**src/lem_pkg.sv**
```systemverilog
// Constants shared by the lane error monitor
package lem_pkg;
  localparam int unsigned LANES = 8;
  localparam int unsigned ADDR_W = 11;
  localparam int unsigned DATA_W = 8;
  localparam int unsigned CNT_W = 8;
  localparam int unsigned KINDS = 3;

  // Register offsets
  localparam logic [10:0] OFS_COUNTER_READBACK = 11'h46b;
  localparam logic [10:0] OFS_BAD_DISPARITY = 11'h46d;
  localparam logic [10:0] OFS_NOT_IN_TABLE = 11'h46e;
  localparam logic [10:0] OFS_UNEXPECTED_CTRL = 11'h46f;
  localparam logic [10:0] OFS_CODE_GROUP_LOCK = 11'h470;
  localparam logic [10:0] OFS_FRAME_ALIGNMENT = 11'h471;

  // Command register fields
  localparam int unsigned BIT_IRQ_CLEAR = 7;
  localparam int unsigned BIT_COUNTER_OFF = 6;
  localparam int unsigned BIT_COUNTER_CLEAR = 5;
  localparam int unsigned LANE_PICK_LSB = 0;
  localparam int unsigned LANE_PICK_W = 3;

  // Counter readback selection fields
  localparam int unsigned COUNTER_LANE_LSB = 4;
  localparam int unsigned COUNTER_KIND_LSB = 0;
  localparam int unsigned COUNTER_KIND_W = 2;

  // Error kinds, also the readback kind selection codes
  localparam logic [1:0] KIND_DISPARITY = 2'h0;
  localparam logic [1:0] KIND_INVALID_CODE = 2'h1;
  localparam logic [1:0] KIND_STRAY_CONTROL = 2'h2;

  // Reset values
  localparam logic [7:0] RESET_BYTE = 8'h00;
  localparam logic [7:0] RESET_LOCK = 8'h00;

  // Resync request hold after a frame alignment loss
  localparam int unsigned CLOCK_MHZ = 200;
  localparam int unsigned RESYNC_HOLD_NS = 100;
  localparam int unsigned RESYNC_HOLD_CYCLES =
    (RESYNC_HOLD_NS * CLOCK_MHZ + 999) / 1000;
  localparam int unsigned RESYNC_CNT_W = 8;
endpackage : lem_pkg

```
**src/lem_monitor.sv**
```systemverilog
// Eight-lane error monitor and synchronization status registers
//
// Overview of operation
// Bad-disparity register bit 7 write clears the addressed lane's interrupt; the code keeps it set while the count is at or above the threshold.
// Bad-disparity register bit 6 write disables the addressed lane's counter.
// Bad-disparity register bit 5 write zeroes the addressed lane's counter.
// Bits [2:0] of a command write pick the lane the commands act on.
// Bad-disparity read gives per-lane flags: count reached threshold.
// In dual-link mode only low four flag bits serve each link.
// Counts are not in flag registers; counter readback register returns them.
// Not-in-table register has the same three commands and threshold flags.
// Stray-control register has the same three commands; bits [4:3] reserved.
// Code-group lock register shows one lock bit per lane.
// Writing bit 7 of lock register clears lock-loss interrupt flag.
// Code-group lock loss asserts the resync request toward the transmitter.
// Frame alignment register shows live per-lane frame alignment.
// Counter readback returns counter chosen by lane and kind selects.
// Masked-in threshold hit drives active-low interrupt output low.
// Frame alignment loss starts a new synchronization sequence.
// Each counter counts every error of its kind while not disabled; the code stops at 255 and drops an error that meets a clear.
// Software writes lane address and command bit in one write.
`timescale 1ns/1ps
module lem_monitor #(
  parameter int unsigned LANES = lem_pkg::LANES,
  parameter int unsigned CNT_W = lem_pkg::CNT_W
) (
  input wire logic clock_i,
  input wire logic arst_n_i,
  input wire logic [10:0] reg_addr_i,
  input wire logic reg_wr_i,
  input wire logic reg_rd_i,
  input wire logic [7:0] reg_wdata_i,
  output logic [7:0] reg_rdata_o,
  input wire logic [LANES-1:0] disparity_err_i,
  input wire logic [LANES-1:0] invalid_code_err_i,
  input wire logic [LANES-1:0] stray_control_err_i,
  input wire logic [LANES-1:0] code_group_lock_i,
  input wire logic [LANES-1:0] frame_alignment_state_i,
  input wire logic [CNT_W-1:0] error_count_limit_i,
  input wire logic [2:0] irq_mask_i,
  input wire logic dual_link_i,
  input wire logic link_pick_i,
  output logic irq_n_o,
  output logic lock_loss_irq_o,
  output logic link_resync_request_out_n_o
);
  localparam int unsigned K = lem_pkg::KINDS;

  logic [CNT_W-1:0] count [K][LANES];
  logic [LANES-1:0] reached [K];
  logic [LANES-1:0] irq_flag [K];
  logic [LANES-1:0] err_in [K];
  logic [K-1:0] cmd_wr;
  logic [LANES-1:0] lane_hit;
  logic [2:0] counter_lane_pick_ff;
  logic [1:0] counter_kind_pick_ff;
  logic [LANES-1:0] lock_ff;
  logic [LANES-1:0] frame_ff;
  logic lock_irq_ff;
  logic irq_n_ff;
  logic resync_n_ff;
  logic [lem_pkg::RESYNC_CNT_W-1:0] resync_cnt_ff;
  logic [lem_pkg::RESYNC_CNT_W-1:0] nxt_resync_cnt;
  logic [7:0] rdata_ff;
  logic [7:0] nxt_rdata;
  logic [CNT_W-1:0] picked_count;
  logic lock_lost;
  logic frame_lost;
  logic readback_wr;
  logic lock_irq_clear;
  logic all_locked;
  logic resync_hold;

  // Present a per-lane flag byte as seen by the selected link
  function automatic logic [7:0] link_view(input logic [LANES-1:0] flags,
                                           input logic dual, input logic pick);
    logic [7:0] full;
    full = 8'(flags);
    if (dual)
    begin
      link_view = pick ? {4'h0, full[7:4]} : {4'h0, full[3:0]};
    end
    else
    begin
      link_view = full;
    end
  endfunction : link_view

  // Register address of the command register of an error kind
  function automatic logic [10:0] kind_offset(input int unsigned kind);
    case (kind)
      0: kind_offset = lem_pkg::OFS_BAD_DISPARITY;
      1: kind_offset = lem_pkg::OFS_NOT_IN_TABLE;
      default: kind_offset = lem_pkg::OFS_UNEXPECTED_CTRL;
    endcase
  endfunction : kind_offset

  // Write strobe aimed at one register offset
  function automatic logic reg_write_hit(input logic wr, input logic [10:0] addr,
                                         input logic [10:0] offset);
    reg_write_hit = wr && (addr == offset);
  endfunction : reg_write_hit

  assign err_in[0] = disparity_err_i;
  assign err_in[1] = invalid_code_err_i;
  assign err_in[2] = stray_control_err_i;

  // Lane address sits in the same byte as the command bits
  assign lane_hit = LANES'(1) << reg_wdata_i[lem_pkg::LANE_PICK_LSB +: lem_pkg::LANE_PICK_W];

  // Readback selection write and lock interrupt clear strobes
  assign readback_wr = reg_write_hit(reg_wr_i, reg_addr_i, lem_pkg::OFS_COUNTER_READBACK);
  assign lock_irq_clear = reg_write_hit(reg_wr_i, reg_addr_i, lem_pkg::OFS_CODE_GROUP_LOCK)
    && reg_wdata_i[lem_pkg::BIT_IRQ_CLEAR];

  // One counter per error kind and lane
  genvar gk;
  genvar gl;
  generate
    for (gk = 0; gk < K; gk++)
    begin : g_kind
      assign cmd_wr[gk] = reg_write_hit(reg_wr_i, reg_addr_i, kind_offset(gk));
      for (gl = 0; gl < LANES; gl++)
      begin : g_lane
        logic hit;
        assign hit = cmd_wr[gk] && lane_hit[gl];
        lem_lane_counter #(
          .CNT_W(CNT_W)
        ) u_counter (
          .clock_i(clock_i),
          .arst_n_i(arst_n_i),
          .err_i(err_in[gk][gl]),
          .clear_i(hit && reg_wdata_i[lem_pkg::BIT_COUNTER_CLEAR]),
          .off_wr_i(hit),
          .off_val_i(reg_wdata_i[lem_pkg::BIT_COUNTER_OFF]),
          .irq_clear_i(hit && reg_wdata_i[lem_pkg::BIT_IRQ_CLEAR]),
          .limit_i(error_count_limit_i),
          .count_o(count[gk][gl]),
          .reached_o(reached[gk][gl]),
          .irq_o(irq_flag[gk][gl])
        );
      end
    end
  endgenerate

  // Lane and kind selection for the counter readback
  always_ff @(posedge clock_i or negedge arst_n_i)
  begin
    if (!arst_n_i)
    begin
      counter_lane_pick_ff <= '0;
      counter_kind_pick_ff <= '0;
    end
    else if (readback_wr)
    begin
      counter_lane_pick_ff <= reg_wdata_i[lem_pkg::COUNTER_LANE_LSB +: 3];
      counter_kind_pick_ff <=
        reg_wdata_i[lem_pkg::COUNTER_KIND_LSB +: lem_pkg::COUNTER_KIND_W];
    end
  end

  always_comb
  begin
    case (counter_kind_pick_ff)
      lem_pkg::KIND_DISPARITY: picked_count = count[0][counter_lane_pick_ff];
      lem_pkg::KIND_INVALID_CODE: picked_count = count[1][counter_lane_pick_ff];
      lem_pkg::KIND_STRAY_CONTROL: picked_count = count[2][counter_lane_pick_ff];
      default: picked_count = '0;
    endcase
  end

  // Live lane status, sampled every cycle
  // Status reads see the pins one cycle late; loss detection compares that copy with the live pins
  always_ff @(posedge clock_i or negedge arst_n_i)
  begin
    if (!arst_n_i)
    begin
      lock_ff <= LANES'(lem_pkg::RESET_LOCK);
      frame_ff <= '0;
    end
    else
    begin
      lock_ff <= code_group_lock_i;
      frame_ff <= frame_alignment_state_i;
    end
  end

  assign lock_lost = |(lock_ff & ~code_group_lock_i);
  assign frame_lost = |(frame_ff & ~frame_alignment_state_i);
  assign all_locked = &code_group_lock_i;

  // Lock-loss interrupt flag; a new loss wins over the clear
  always_ff @(posedge clock_i or negedge arst_n_i)
  begin
    if (!arst_n_i)
    begin
      lock_irq_ff <= 1'b0;
    end
    else if (lock_lost)
    begin
      lock_irq_ff <= 1'b1;
    end
    else if (lock_irq_clear)
    begin
      lock_irq_ff <= 1'b0;
    end
  end

  // Hold timer that restarts synchronization after frame alignment loss
  always_comb
  begin
    if (frame_lost)
    begin
      nxt_resync_cnt = lem_pkg::RESYNC_CNT_W'(lem_pkg::RESYNC_HOLD_CYCLES);
    end
    else if (resync_cnt_ff != '0)
    begin
      nxt_resync_cnt = resync_cnt_ff - 1'b1;
    end
    else
    begin
      nxt_resync_cnt = resync_cnt_ff;
    end
  end

  // Timer still running after this edge
  assign resync_hold = (nxt_resync_cnt != '0);

  always_ff @(posedge clock_i or negedge arst_n_i)
  begin
    if (!arst_n_i)
    begin
      resync_cnt_ff <= '0;
    end
    else
    begin
      resync_cnt_ff <= nxt_resync_cnt;
    end
  end

  // Request is active low: held while any lane lacks lock or the timer runs
  always_ff @(posedge clock_i or negedge arst_n_i)
  begin
    if (!arst_n_i)
    begin
      resync_n_ff <= 1'b0;
    end
    else
    begin
      resync_n_ff <= all_locked && !resync_hold;
    end
  end

  // Interrupt output, active low
  always_ff @(posedge clock_i or negedge arst_n_i)
  begin
    if (!arst_n_i)
    begin
      irq_n_ff <= 1'b1;
    end
    else
    begin
      irq_n_ff <= !((irq_mask_i[0] && |irq_flag[0])
                    || (irq_mask_i[1] && |irq_flag[1])
                    || (irq_mask_i[2] && |irq_flag[2]));
    end
  end

  // Read data; unmapped addresses and write-only fields read as zero
  always_comb
  begin
    case (reg_addr_i)
      lem_pkg::OFS_COUNTER_READBACK: nxt_rdata = 8'(picked_count);
      lem_pkg::OFS_BAD_DISPARITY:
        nxt_rdata = link_view(reached[0], dual_link_i, link_pick_i);
      lem_pkg::OFS_NOT_IN_TABLE:
        nxt_rdata = link_view(reached[1], dual_link_i, link_pick_i);
      lem_pkg::OFS_UNEXPECTED_CTRL: nxt_rdata = lem_pkg::RESET_BYTE;
      lem_pkg::OFS_CODE_GROUP_LOCK: nxt_rdata = 8'(lock_ff);
      lem_pkg::OFS_FRAME_ALIGNMENT: nxt_rdata = 8'(frame_ff);
      default: nxt_rdata = lem_pkg::RESET_BYTE;
    endcase
  end

  // Captured at the read strobe and held until the next read
  always_ff @(posedge clock_i or negedge arst_n_i)
  begin
    if (!arst_n_i)
    begin
      rdata_ff <= lem_pkg::RESET_BYTE;
    end
    else if (reg_rd_i)
    begin
      rdata_ff <= nxt_rdata;
    end
  end

  assign reg_rdata_o = rdata_ff;
  assign irq_n_o = irq_n_ff;
  assign lock_loss_irq_o = lock_irq_ff;
  assign link_resync_request_out_n_o = resync_n_ff;
endmodule : lem_monitor

```
**src/lem_lane_counter.sv**
```systemverilog
// One error counter of one lane with threshold flag and sticky interrupt flag
`timescale 1ns/1ps
module lem_lane_counter #(
  parameter int unsigned CNT_W = 8
) (
  input wire logic clock_i,
  input wire logic arst_n_i,
  input wire logic err_i,
  input wire logic clear_i,
  input wire logic off_wr_i,
  input wire logic off_val_i,
  input wire logic irq_clear_i,
  input wire logic [CNT_W-1:0] limit_i,
  output logic [CNT_W-1:0] count_o,
  output logic reached_o,
  output logic irq_o
);
  logic [CNT_W-1:0] count_ff;
  logic off_ff;
  logic irq_ff;
  logic reached;

  assign reached = (count_ff >= limit_i);
  assign count_o = count_ff;
  assign reached_o = reached;
  assign irq_o = irq_ff;

  always_ff @(posedge clock_i or negedge arst_n_i)
  begin
    if (!arst_n_i)
    begin
      off_ff <= 1'b0;
    end
    else if (off_wr_i)
    begin
      off_ff <= off_val_i;
    end
  end

  // Saturating count; a clear command takes precedence over a new error
  always_ff @(posedge clock_i or negedge arst_n_i)
  begin
    if (!arst_n_i)
    begin
      count_ff <= '0;
    end
    else if (clear_i)
    begin
      count_ff <= '0;
    end
    else if (err_i && !off_ff && (count_ff != {CNT_W{1'b1}}))
    begin
      count_ff <= count_ff + 1'b1;
    end
  end

  // Threshold interrupt flag: a reached threshold wins over the clear
  always_ff @(posedge clock_i or negedge arst_n_i)
  begin
    if (!arst_n_i)
    begin
      irq_ff <= 1'b0;
    end
    else if (reached)
    begin
      irq_ff <= 1'b1;
    end
    else if (irq_clear_i)
    begin
      irq_ff <= 1'b0;
    end
  end
endmodule : lem_lane_counter

```
**config.mk**
```make
export PLATFORM = sky130hd
export DESIGN_NAME = lem_monitor
export DESIGN_NICKNAME = d
export VERILOG_FILES = /design/src/lem_pkg.sv /design/src/lem_monitor.sv /design/src/lem_lane_counter.sv
export SDC_FILE = /design/constraint.sdc
export NUM_CORES = 1
export LEC_CHECK = 0
export BUFFER_PORTS_ARGS = -buffer_cell sky130_fd_sc_hd__buf_4
export CAP_MARGIN = 30
export CELL_PAD_IN_SITES_DETAIL_PLACEMENT = 1
export CELL_PAD_IN_SITES_GLOBAL_PLACEMENT = 2
export CORE_MARGIN = 5
export CORE_UTILIZATION = 42
export CTS_CLUSTER_SIZE = 24
export DETAILED_ROUTE_END_ITERATION = 12
export PLACE_DENSITY_LB_ADDON = 0.1
export SYNTH_ARGS = -nofsm -noshare
export SYNTH_HDL_FRONTEND = slang
export SYNTH_SLANG_ARGS = --single-unit
```
**constraint.sdc**
```tcl
create_clock -name clock_i -period 2.28 [get_ports clock_i]
set_input_delay 0.342 -clock clock_i [delete_from_list [all_inputs] [get_ports clock_i]]
set_output_delay 0.342 -clock clock_i [all_outputs]
set_load 0.05 [all_outputs]
```
# After elaboration in Yosys (flattened, before gate mapping)
# Cells that the tools add are included.
# totals
out_inout_bits,11
reg_bits,280
in_bits,76
wordCells,500
# op_classes
shift,1
addsub,25
n_reduce_logical,216
n_eq_ne,32
magnitude_cmp,25
bitwise,5
mux,115
# op_table
cell,n
2-to-1 mux 8 bit,58
adder 8 x 1 -> 8 bit (second input constant),24
greater-or-equal comparator 8 bit,24
!= test 8 bit (second input constant),24
logical AND 1 bit,130
nonzero test 2 bit,49
binary-select mux 8 bit (select 3 bit),3
equality test 11 bit (second input constant),6
2-to-1 mux 1 bit,50
one-hot mux 8 bit (5 select lines),1
OR reduction 8 bit,5
zero test 1 bit,26
one-hot mux 8 bit (3 select lines),1
bitwise AND 8 bit,2
inverter 8 bit,2
nonzero test 8 bit,2
2-to-1 mux 4 bit,2
AND reduction 8 bit,1
left shift 1 x 3 -> 8 bit (first input constant),1
subtractor 8 x 1 -> 8 bit (second input constant),1
greater-or-equal comparator 4 bit (second input constant),1
inverter 3 -> 4 bit,1
equality test 2 x 1 -> 1 bit (second input constant),1
equality test 2 bit (second input constant),1
2 further kinds,3

# Longest topological paths before layout
# Gate-level depths: netlist of the first run.
# depth
ltp_word,7
depth_mapped,8
depth_no_buf,8

# Hierarchy
# From an unflattened synthesis of the first run, not the netlist that was laid out.
# hier_totals
cells_unflattened,2265
hier_area_um2,21653.3
# modules_own_cells
mod,cells_per_inst,area_per_inst_um2,n_inst,seq_area_each_um2
lem_lane_counter,73,719.4,24,250.2
lem_monitor,513,4386.7,1,1002.2

# Worst setup path before layout of the first run
# No wires, ideal clock.
# synth_timing
path_kind,input port to flip-flop
startpoint,in error_count_limit_i[1]
endpoint,reg rdata_ff[2] (netlist: reg_rdata_o[2])
setup_ns,0.128
required_ns,2.152
path_buffers,0
path_stages,7
setup_slack_ns,-0.060
arrival_time_ns,2.213
cell_sequence,inv_1 -> ha_1 -> a2111oi_0 -> a2111oi_0 -> a2111oi_0 -> a211o_1 -> a31oi_1
# synth_between
elab_chain_cells,4
elab_cells_between_ends,9
cone_classes,order compare (4); mux (5)
# synth_lines
item,line_no,source
start: declaration,lem_monitor.sv:39,"input wire logic [CNT_W-1:0] error_count_limit_i,"
greater-or-equal comparator 8 bit,lem_lane_counter.sv:23,assign reached = (count_ff >= limit_i);
2-to-1 mux 4 bit,lem_monitor.sv:81,"link_view = pick ? {4'h0, full[7:4]} : {4'h0, full[3:0]};"
2-to-1 mux 8 bit,lem_monitor.sv:79,if (dual)
one-hot mux 8 bit (5 select lines) *,lem_monitor.sv:272,case (reg_addr_i)
end signal: assignment,lem_monitor.sv:290,rdata_ff <= lem_pkg::RESET_BYTE;
end signal: assignment,lem_monitor.sv:294,rdata_ff <= nxt_rdata;
end: declaration,lem_monitor.sv:64,logic [7:0] rdata_ff;
# Every way passes the cells marked *; elsewhere a longest branch is shown, timed or not.
# A chain may end at the register's enable or synchronous reset.

# Worst setup path after layout of the first run
# layout_timing
startpoint,reg counter_lane_pick_ff[0]
endpoint,reg rdata_ff[2] (netlist: reg_rdata_o[2])
# layout_between
elab_chain_cells,6
elab_cells_between_ends,12
cone_classes,mux (11); bitwise (1)
# layout_lines
item,line_no,source
start: declaration,lem_monitor.sv:55,logic [2:0] counter_lane_pick_ff;
start signal: assignment,lem_monitor.sv:156,counter_lane_pick_ff <= reg_wdata_i[lem_pkg::COUNTER_LANE_LSB +: 3];
inverter 3 -> 4 bit (implied by the code) *,"lem_monitor.sv:165, lem_monitor.sv:166, lem_monitor.sv:167",
"binary-select mux 8 bit (select 3 bit), on equally long branches","lem_monitor.sv:167, lem_monitor.sv:165, lem_monitor.sv:166",
"2-to-1 mux 8 bit, on equally long branches (2 in series)","lem_monitor.sv:167, lem_monitor.sv:165, lem_monitor.sv:166",
one-hot mux 8 bit (3 select lines) *,lem_monitor.sv:164,case (counter_kind_pick_ff)
one-hot mux 8 bit (5 select lines) *,lem_monitor.sv:272,
# Every way passes the cells marked *; elsewhere a longest branch is shown, timed or not. The select of a mux whose other input is x is not followed.

==> impl_metrics.json, run 1 <==
{
  "clock_path_buffers": 3,
  "clkSlewWorstSetupHoldPaths_ns": 0.06,
  "cp-end-kind": "flip-flop",
  "maxClockFrequency_mhz": 444,
  "wl_per_cell_um": 24.2,
  "tightest_slew_ns": 0.688,
  "hold_path_depth": 2,
  "peakVddDrop_mv": 0.673,
  "synth-simple-area-share_pct": 19.0,
  "overflow": 0,
  "area_growth_syn_to_layout_pct": 23.7,
  "max_cap_violations": 0,
  "p_leak_nw": 11.1,
  "grt_pass1_wl_mm": 104,
  "drt-pass1-iter-count": 5,
  "finalHoldViolations": 0,
  "status": "finished, final reports clean",
  "crit_fanout": 3,
  "syn_inst": 1858,
  "fin_nets": 2458,
  "portBuffers": 85,
  "dieArea_mm2": 0.0496,
  "ys.flop_type": "dfrtp_1",
  "die_h_um": 223,
  "gp_congestion": 0.891,
  "wl_mm": 67.5,
  "synth-xor-area-share_pct": 8.07,
  "grt_antenna_before_repair": 3,
  "p_per_area_mw_per_mm2": 1030,
  "ff2ff_path_depth": 8,
  "track_usage_pct": 27.1,
  "final_cell_mix": "dfrtp_1 (275), buf_4 (257), nor2_1 (254)",
  "synth_nets": 2152,
  "final_layout_size_suffix_gt1_share_pct": 21.5,
  "syn_area_mm2": 0.0190,
  "crit_type": "flip-flop to flip-flop",
  "synth.distinct_cells": 70,
  "synth_compound_area_share_pct": 9.47,
  "drtAntennaViolNets": 0,
  "ys_ff_latch": 280,
  "r2r_end": "reg_rdata_o[2]",
  "num_vias": 16100,
  "timing.rr.start": "counter_lane_pick_ff[0]",
  "synthAdderAreaFrac_pct": 14.4,
  "yosys_warnings": 0,
  "final_core_util_pct": 52.1,
  "die_w_um": 223,
  "synth_area_per_cell_um2": 10.2,
  "fin_ws_ns": 0.0259,
  "clk_root_buffer_cell": "clkbuf_16",
  "yosysSeqAreaShare_pct": 36.9,
  "synth_top_family_by_area": "simple AND/OR/NAND/NOR gates",
  "std_cell_rows": 78,
  "finalMaxSlewViolations": 0,
  "setup_viol": 0,
  "clock-sinks": 280,
  "htreeDepth": 2,
  "core_area_mm2": 0.0451,
  "max-slew-margin-rel_pct": 54.0,
  "cts_tree": "yes",
  "viasPerCell": 5.78,
  "fin_setup_tns_ns": 0,
  "drc": 0,
  "start_kind": "flip-flop",
  "hp-start": "reg_wdata_i[4]",
  "cp.required_ns": 2.70,
  "r2r_setup_slack_ns": 0.03,
  "num_antenna_cells": 0,
  "synth_edf_count": 0,
  "async_flop_share_pct": 100,
  "muxShareOfSynthArea_pct": 9.85,
  "mostFrequentLayoutCell": "dfrtp_1",
  "initialDrtViolationCount": 1147,
  "grt_pass1_vias": 17100,
  "pre_cts_ws_ns": -0.239,
  "period_minus_slack_ns": 2.25,
  "clock_latency_ns": 0.55,
  "fin_skew_ns": 0.0127,
  "io_pins": 87,
  "dp_hpwl_mm": 52.1,
  "hold_path.class": "primary input to flip-flop",
  "whs_endpoint": "counter_lane_pick_ff[0]",
  "cts_inserted_buffers": 37,
  "start_util_pct": 42.1,
  "period_share_pct": 98.9,
  "critPathArrivalTime_ns": 2.68,
  "grt_start_max_net_pins": 80
}
worst max-delay path, cell delays in order (launching register included):
cell and delay [ns]:
dfrtp_2 0.41, buf_4 0.14, buf_12 0.10, mux4_2 0.49, nor2b_1 0.15, a211oi_1 0.36, a21oi_1 0.13, a21oi_1 0.23
a31oi_1 0.12
layout make-up:
| class | count | area (um2) |
|---|---|---|
| Fill cell | 4980 | 21600 |
| Timing Repair Buffer | 305 | 2690 |
| Clock inverter | 15 | 155 |
| Clock buffer | 49 | 1050 |
| Inverter | 67 | 255 |
| Multi-Input combinational cell | 1473 | 11600 |
| Sequential cell | 280 | 7010 |
| Tap cell | 600 | 751 |
power breakdown:
group	leakage, nW	internal [mW]	switching, mW	total, mW
clock network	0.600	3.57	2.35	5.91
registers	3.46	6.60	2.46	9.06
logic	7.06	4.54	4.80	9.34
synth_stat cells, types with 7 or more instances:
cell type  count  area, um2
mux4_2        51       1150
a41oi_1       12        105
mux2_2        26        293
nand3_1       41        205
o21ai_0       43        215
a2111oi_0      9       78.8
inv_1         67        251
clkbuf_1      17       63.8
nand2b_1      35        219
and4_1        16        140
o21a_1        13       97.6
a211oi_1      16        120
a21o_1        26        195
nand2_1      145        544
nor2_1       254        953
o21ai_1       15       75.1
dfrtp_1      279       6980
nand4_1       72        450
nor2b_1        9       56.3
nor4_1        13       81.3
buf_2         12       60.1
and3_1        50        313
xnor2_1       61        534
nor2_2        11       68.8
a21oi_1       48        240
o22ai_1        7       43.8
xor2_1       114        998
ha_1         218       2730
a31oi_1        9       56.3
mux2i_1       43        430
a221o_1       10        100
nor2_8        10        200
nor3_1        12       60.1
kinds of logic after synthesis:
logic type / count (synthesis)
buffers and inverters: 105
XOR/XNOR: 175
AND/OR/NAND/NOR: 702
AO/OA/AOI/OAI: 257
flip-flops: 280
multiplexers: 120
adder cells (fa/ha/maj): 219
stage by stage:
stage	cells	hold slack [ns]	instance area, um2	total power [mW]
after floorplan	1858	0.0464	19000	13.9
after global placement	2704	0.201	22000	17.6
after detailed placement	2704	0.205	22000	18.2
after CTS	2789	0.0348	23500	24.3
after global routing	2789	0.0547	23500	26.0
final	2789	0.0757	23500	24.3
layer usage:
metal / GRT usage (%) / vias up / routed length (um)
met3: 4.70 / 131 / 3690
met1: 38.4 / 8214 / 31400
met4: 8.02 / 4 / 2190
li1: - / 7381 / -
met5: 0 / - / 27
met2: 42.9 / 383 / 30200
flip-flops by register name, indices dropped and copies added (netlist names):
signal                           count
link_resync_request_out_n_o          1
g_kind.g_lane.u_counter.count_o    192
resync_cnt_ff                        8
g_kind.g_lane.u_counter.off_ff      24
counter_lane_pick_ff                 3
reg_rdata_o                          8
frame_ff                             8
irq_n_o                              1
g_kind.g_lane.u_counter.irq_o       24
lock_loss_irq_o                      1
lock_ff                              8
counter_kind_pick_ff                 2
worst max path at each step:
| stage | from | end | slack [ns] | depth (start not counted) |
|---|---|---|---|---|
| 5_1_grt | g_kind[0].g_lane[2].u_counter.count_o[0] | reg_rdata_o[2] | -0.04 | 9 |
| 6_report | counter_lane_pick_ff[0] | reg_rdata_o[2] | 0.03 | 8 |
| 4_1_cts | g_kind[1].g_lane[5].u_counter.count_o[0] | reg_rdata_o[5] | 0.02 | 9 |
| 3_3_place_gp | error_count_limit_i[1] | reg_rdata_o[2] | -0.20 | 10 |
| 2_1_floorplan | error_count_limit_i[6] | reg_rdata_o[5] | 0.02 | 8 |
| 3_5_place_dp | error_count_limit_i[1] | reg_rdata_o[2] | -0.24 | 10 |
repair_timing:
item,in CTS,in global routing
endpoints found under the setup margin,1,5
resized for setup,0,12
hold buffers,19,0
buffers inserted,2,0
hold endpoints to repair,157,0
pin swaps,0,4
Power figures use the tool's default switching activity.
==> inputs of run 2 (changes only) <==
==> constraint.sdc (replaced) <==
create_clock -name clock_i -period 2.28 [get_ports clock_i]
set_input_delay 0 -clock clock_i [delete_from_list [all_inputs] [get_ports clock_i]]
set_output_delay 0 -clock clock_i [all_outputs]
set_load 0.05 [all_outputs]
==> run 2 against run 1 <==
Combinational power fell by 5.4%; clock skew rose by 0.012 ns; die area did not move; worst hold slack got worse by 0.064 ns; flip-flop and latch count did not move; final cell count fell by 1.6%; fmax fell by 0.44%; design area fell by 1.4%; wire length rose by 0.91%; clock-buffer cell count rose by 7; critical path type unchanged.
==> impl_metrics.json, run 2 (same netlist as run 1, synthesis figures left out) <==
{
  "period_share_pct": 99.3,
  "path_buf_inv": 2,
  "clock-sinks": 280,
  "cp_slowest_stage_delay_ns": 0.41,
  "clock_latency_ns": 0.57,
  "max_cap_violations": 0,
  "period_minus_slack_ns": 2.26,
  "holdWs_ns": 0.0117,
  "layout.cells.non_filler": 2743,
  "cts_inserted_buffers": 38,
  "post_dp_cell_area_mm2": 0.0213,
  "final_layout_size_suffix_gt1_share_pct": 18.3,
  "largest_reg_flops": 192,
  "wl_mm": 68.1,
  "wl_met1_mm": 31.8,
  "fin_skew_ns": 0.0247,
  "wl_met2_mm": 30.9,
  "crit_fanout": 2,
  "crit_path_start": "g_kind[0].g_lane[2].u_counter.count_o[0]",
  "initialDrtViolationCount": 1080,
  "htreeDepth": 2,
  "peakVddDrop_mv": 0.685,
  "viasPerCell": 5.85,
  "ff2ff_path_depth": 9,
  "num_antenna_cells": 0,
  "pre_cts_ws_ns": -0.0191,
  "design_area_mm2": 0.0232,
  "power.total_mw": 24.3,
  "cts_tree": "yes",
  "crit_top_cell": "a2111oi_2",
  "path_depth": 9,
  "placedCellCount": 2622,
  "cp-end-kind": "flip-flop",
  "register_area_mm2": 0.00701,
  "final_core_util_pct": 51.4,
  "die_w_um": 223,
  "std_cell_rows": 78,
  "dp_hpwl_mm": 50.5,
  "timing.rr.start": "g_kind[0].g_lane[2].u_counter.count_o[0]",
  "finalMaxSlewViolations": 0,
  "routed.top_layer": "met4",
  "area_growth_syn_to_layout_pct": 21.9,
  "dieArea_mm2": 0.0496,
  "io_pins": 87,
  "num_vias": 16000,
  "gp_congestion": 0.899,
  "clock_path_buffers": 3,
  "maxClockFrequency_mhz": 442,
  "setup_viol": 0,
  "fillCellCount": 5014,
  "grt_pass1_vias": 17000,
  "crit_type": "flip-flop to flip-flop",
  "max-slew-margin-rel_pct": 50.3,
  "drtAntennaViolNets": 0,
  "portBuffers": 85,
  "mostFrequentLayoutCell": "dfrtp_1",
  "p_per_area_mw_per_mm2": 1050,
  "overflow": 0,
  "final_cell_mix": "dfrtp_1 (276), nor2_1 (254), ha_1 (218)",
  "start_kind": "flip-flop",
  "critPathArrivalTime_ns": 2.69,
  "clk_root_buffer_cell": "clkbuf_16",
  "status": "finished, final reports clean",
  "wl_per_cell_um": 24.8,
  "r2r_setup_slack_ns": 0.02,
  "cp.required_ns": 2.71,
  "crit_family": "compound AO/OA/AOI/OAI gates",
  "drt-pass1-iter-count": 5,
  "fin_setup_tns_ns": 0,
  "p_leak_nw": 10.9,
  "crit_chain": "inv_1 -> ha_1 -> nand2b_1 -> a2111oi_4 -> a2111oi_2 -> a2111oi_2 -> buf_4 -> a211o_1 -> a31oi_1",
  "start_util_pct": 42.1,
  "grt_pass1_wl_mm": 104,
  "track_usage_pct": 27.2,
  "core_area_mm2": 0.0451,
  "cp_slowest_cell": "a2111oi_2",
  "fin_nets": 2409,
  "clkSlewWorstSetupHoldPaths_ns": 0.06,
  "multi_input_area_mm2": 0.0116,
  "finalHoldViolations": 0,
  "r2r_end": "reg_rdata_o[2]",
  "hold_path.class": "primary input to asynchronous set/reset pin",
  "grt_antenna_before_repair": 0,
  "routed-wl-met3_mm": 3.60,
  "grt_start_max_net_pins": 69,
  "die_h_um": 223,
  "drc": 0,
  "fin_ws_ns": 0.0159,
  "tightest_slew_ns": 0.743
}
run 2: cell count changes in the layout (fill, tap and decap cells not counted), sizes merged:
cell | previous run | this run
buf | 286 | 209
dlygate4sd3 | 19 | 46
clkbuf | 49 | 56
clkinv | 10 | 4
inv | 66 | 68
bufinv | 3 | 4
run 2: area by class of cell:
cell class | count | area share, %
Clock inverter | 12 | 0.756
Inverter | 67 | 1.09
Tap cell | 600 | 3.24
Timing Repair Buffer | 255 | 9.76
Sequential cell | 280 | 30.3
Multi-Input combinational cell | 1473 | 50.1
Clock buffer | 56 | 4.79
run 2: worst max-delay path by stage:
stage	endpoint
CTS	reg_rdata_o[5]
global placement	reg_rdata_o[5]
finish	reg_rdata_o[2]
detailed placement	reg_rdata_o[5]
global route	reg_rdata_o[2]
floorplan	reg_rdata_o[2]
run 2: repair_timing:
item                                    4_1_cts  5_1_grt
endpoints found under the hold margin       309        0
pin swaps                                     1        1
setup buffers                                 1        6
hold buffers                                 46        0
endpoints found under the setup margin        1        7
resized for setup                             2       14
run 2: report_power, final:
part           internal, mW  switching [mW]
combinational          4.27            4.57
sequential             6.59            2.60
clock                  3.83            2.42
run 2: worst register-to-register path, stage by stage (launching register included):
cell       delay, ns
dfrtp_1         0.35
inv_1           0.05
ha_1            0.25
nand2b_1        0.19
a2111oi_4       0.38
a2111oi_2       0.11
a2111oi_2       0.41
buf_4           0.20
a211o_1         0.12
a31oi_1         0.08
run 2: routing by layer:
layer / vias up / global-route usage (%)
li1: 7284 / -
met5: - / 0
met2: 407 / 43.1
met4: 0 / 7.77
met1: 8239 / 39.0
met3: 107 / 4.08
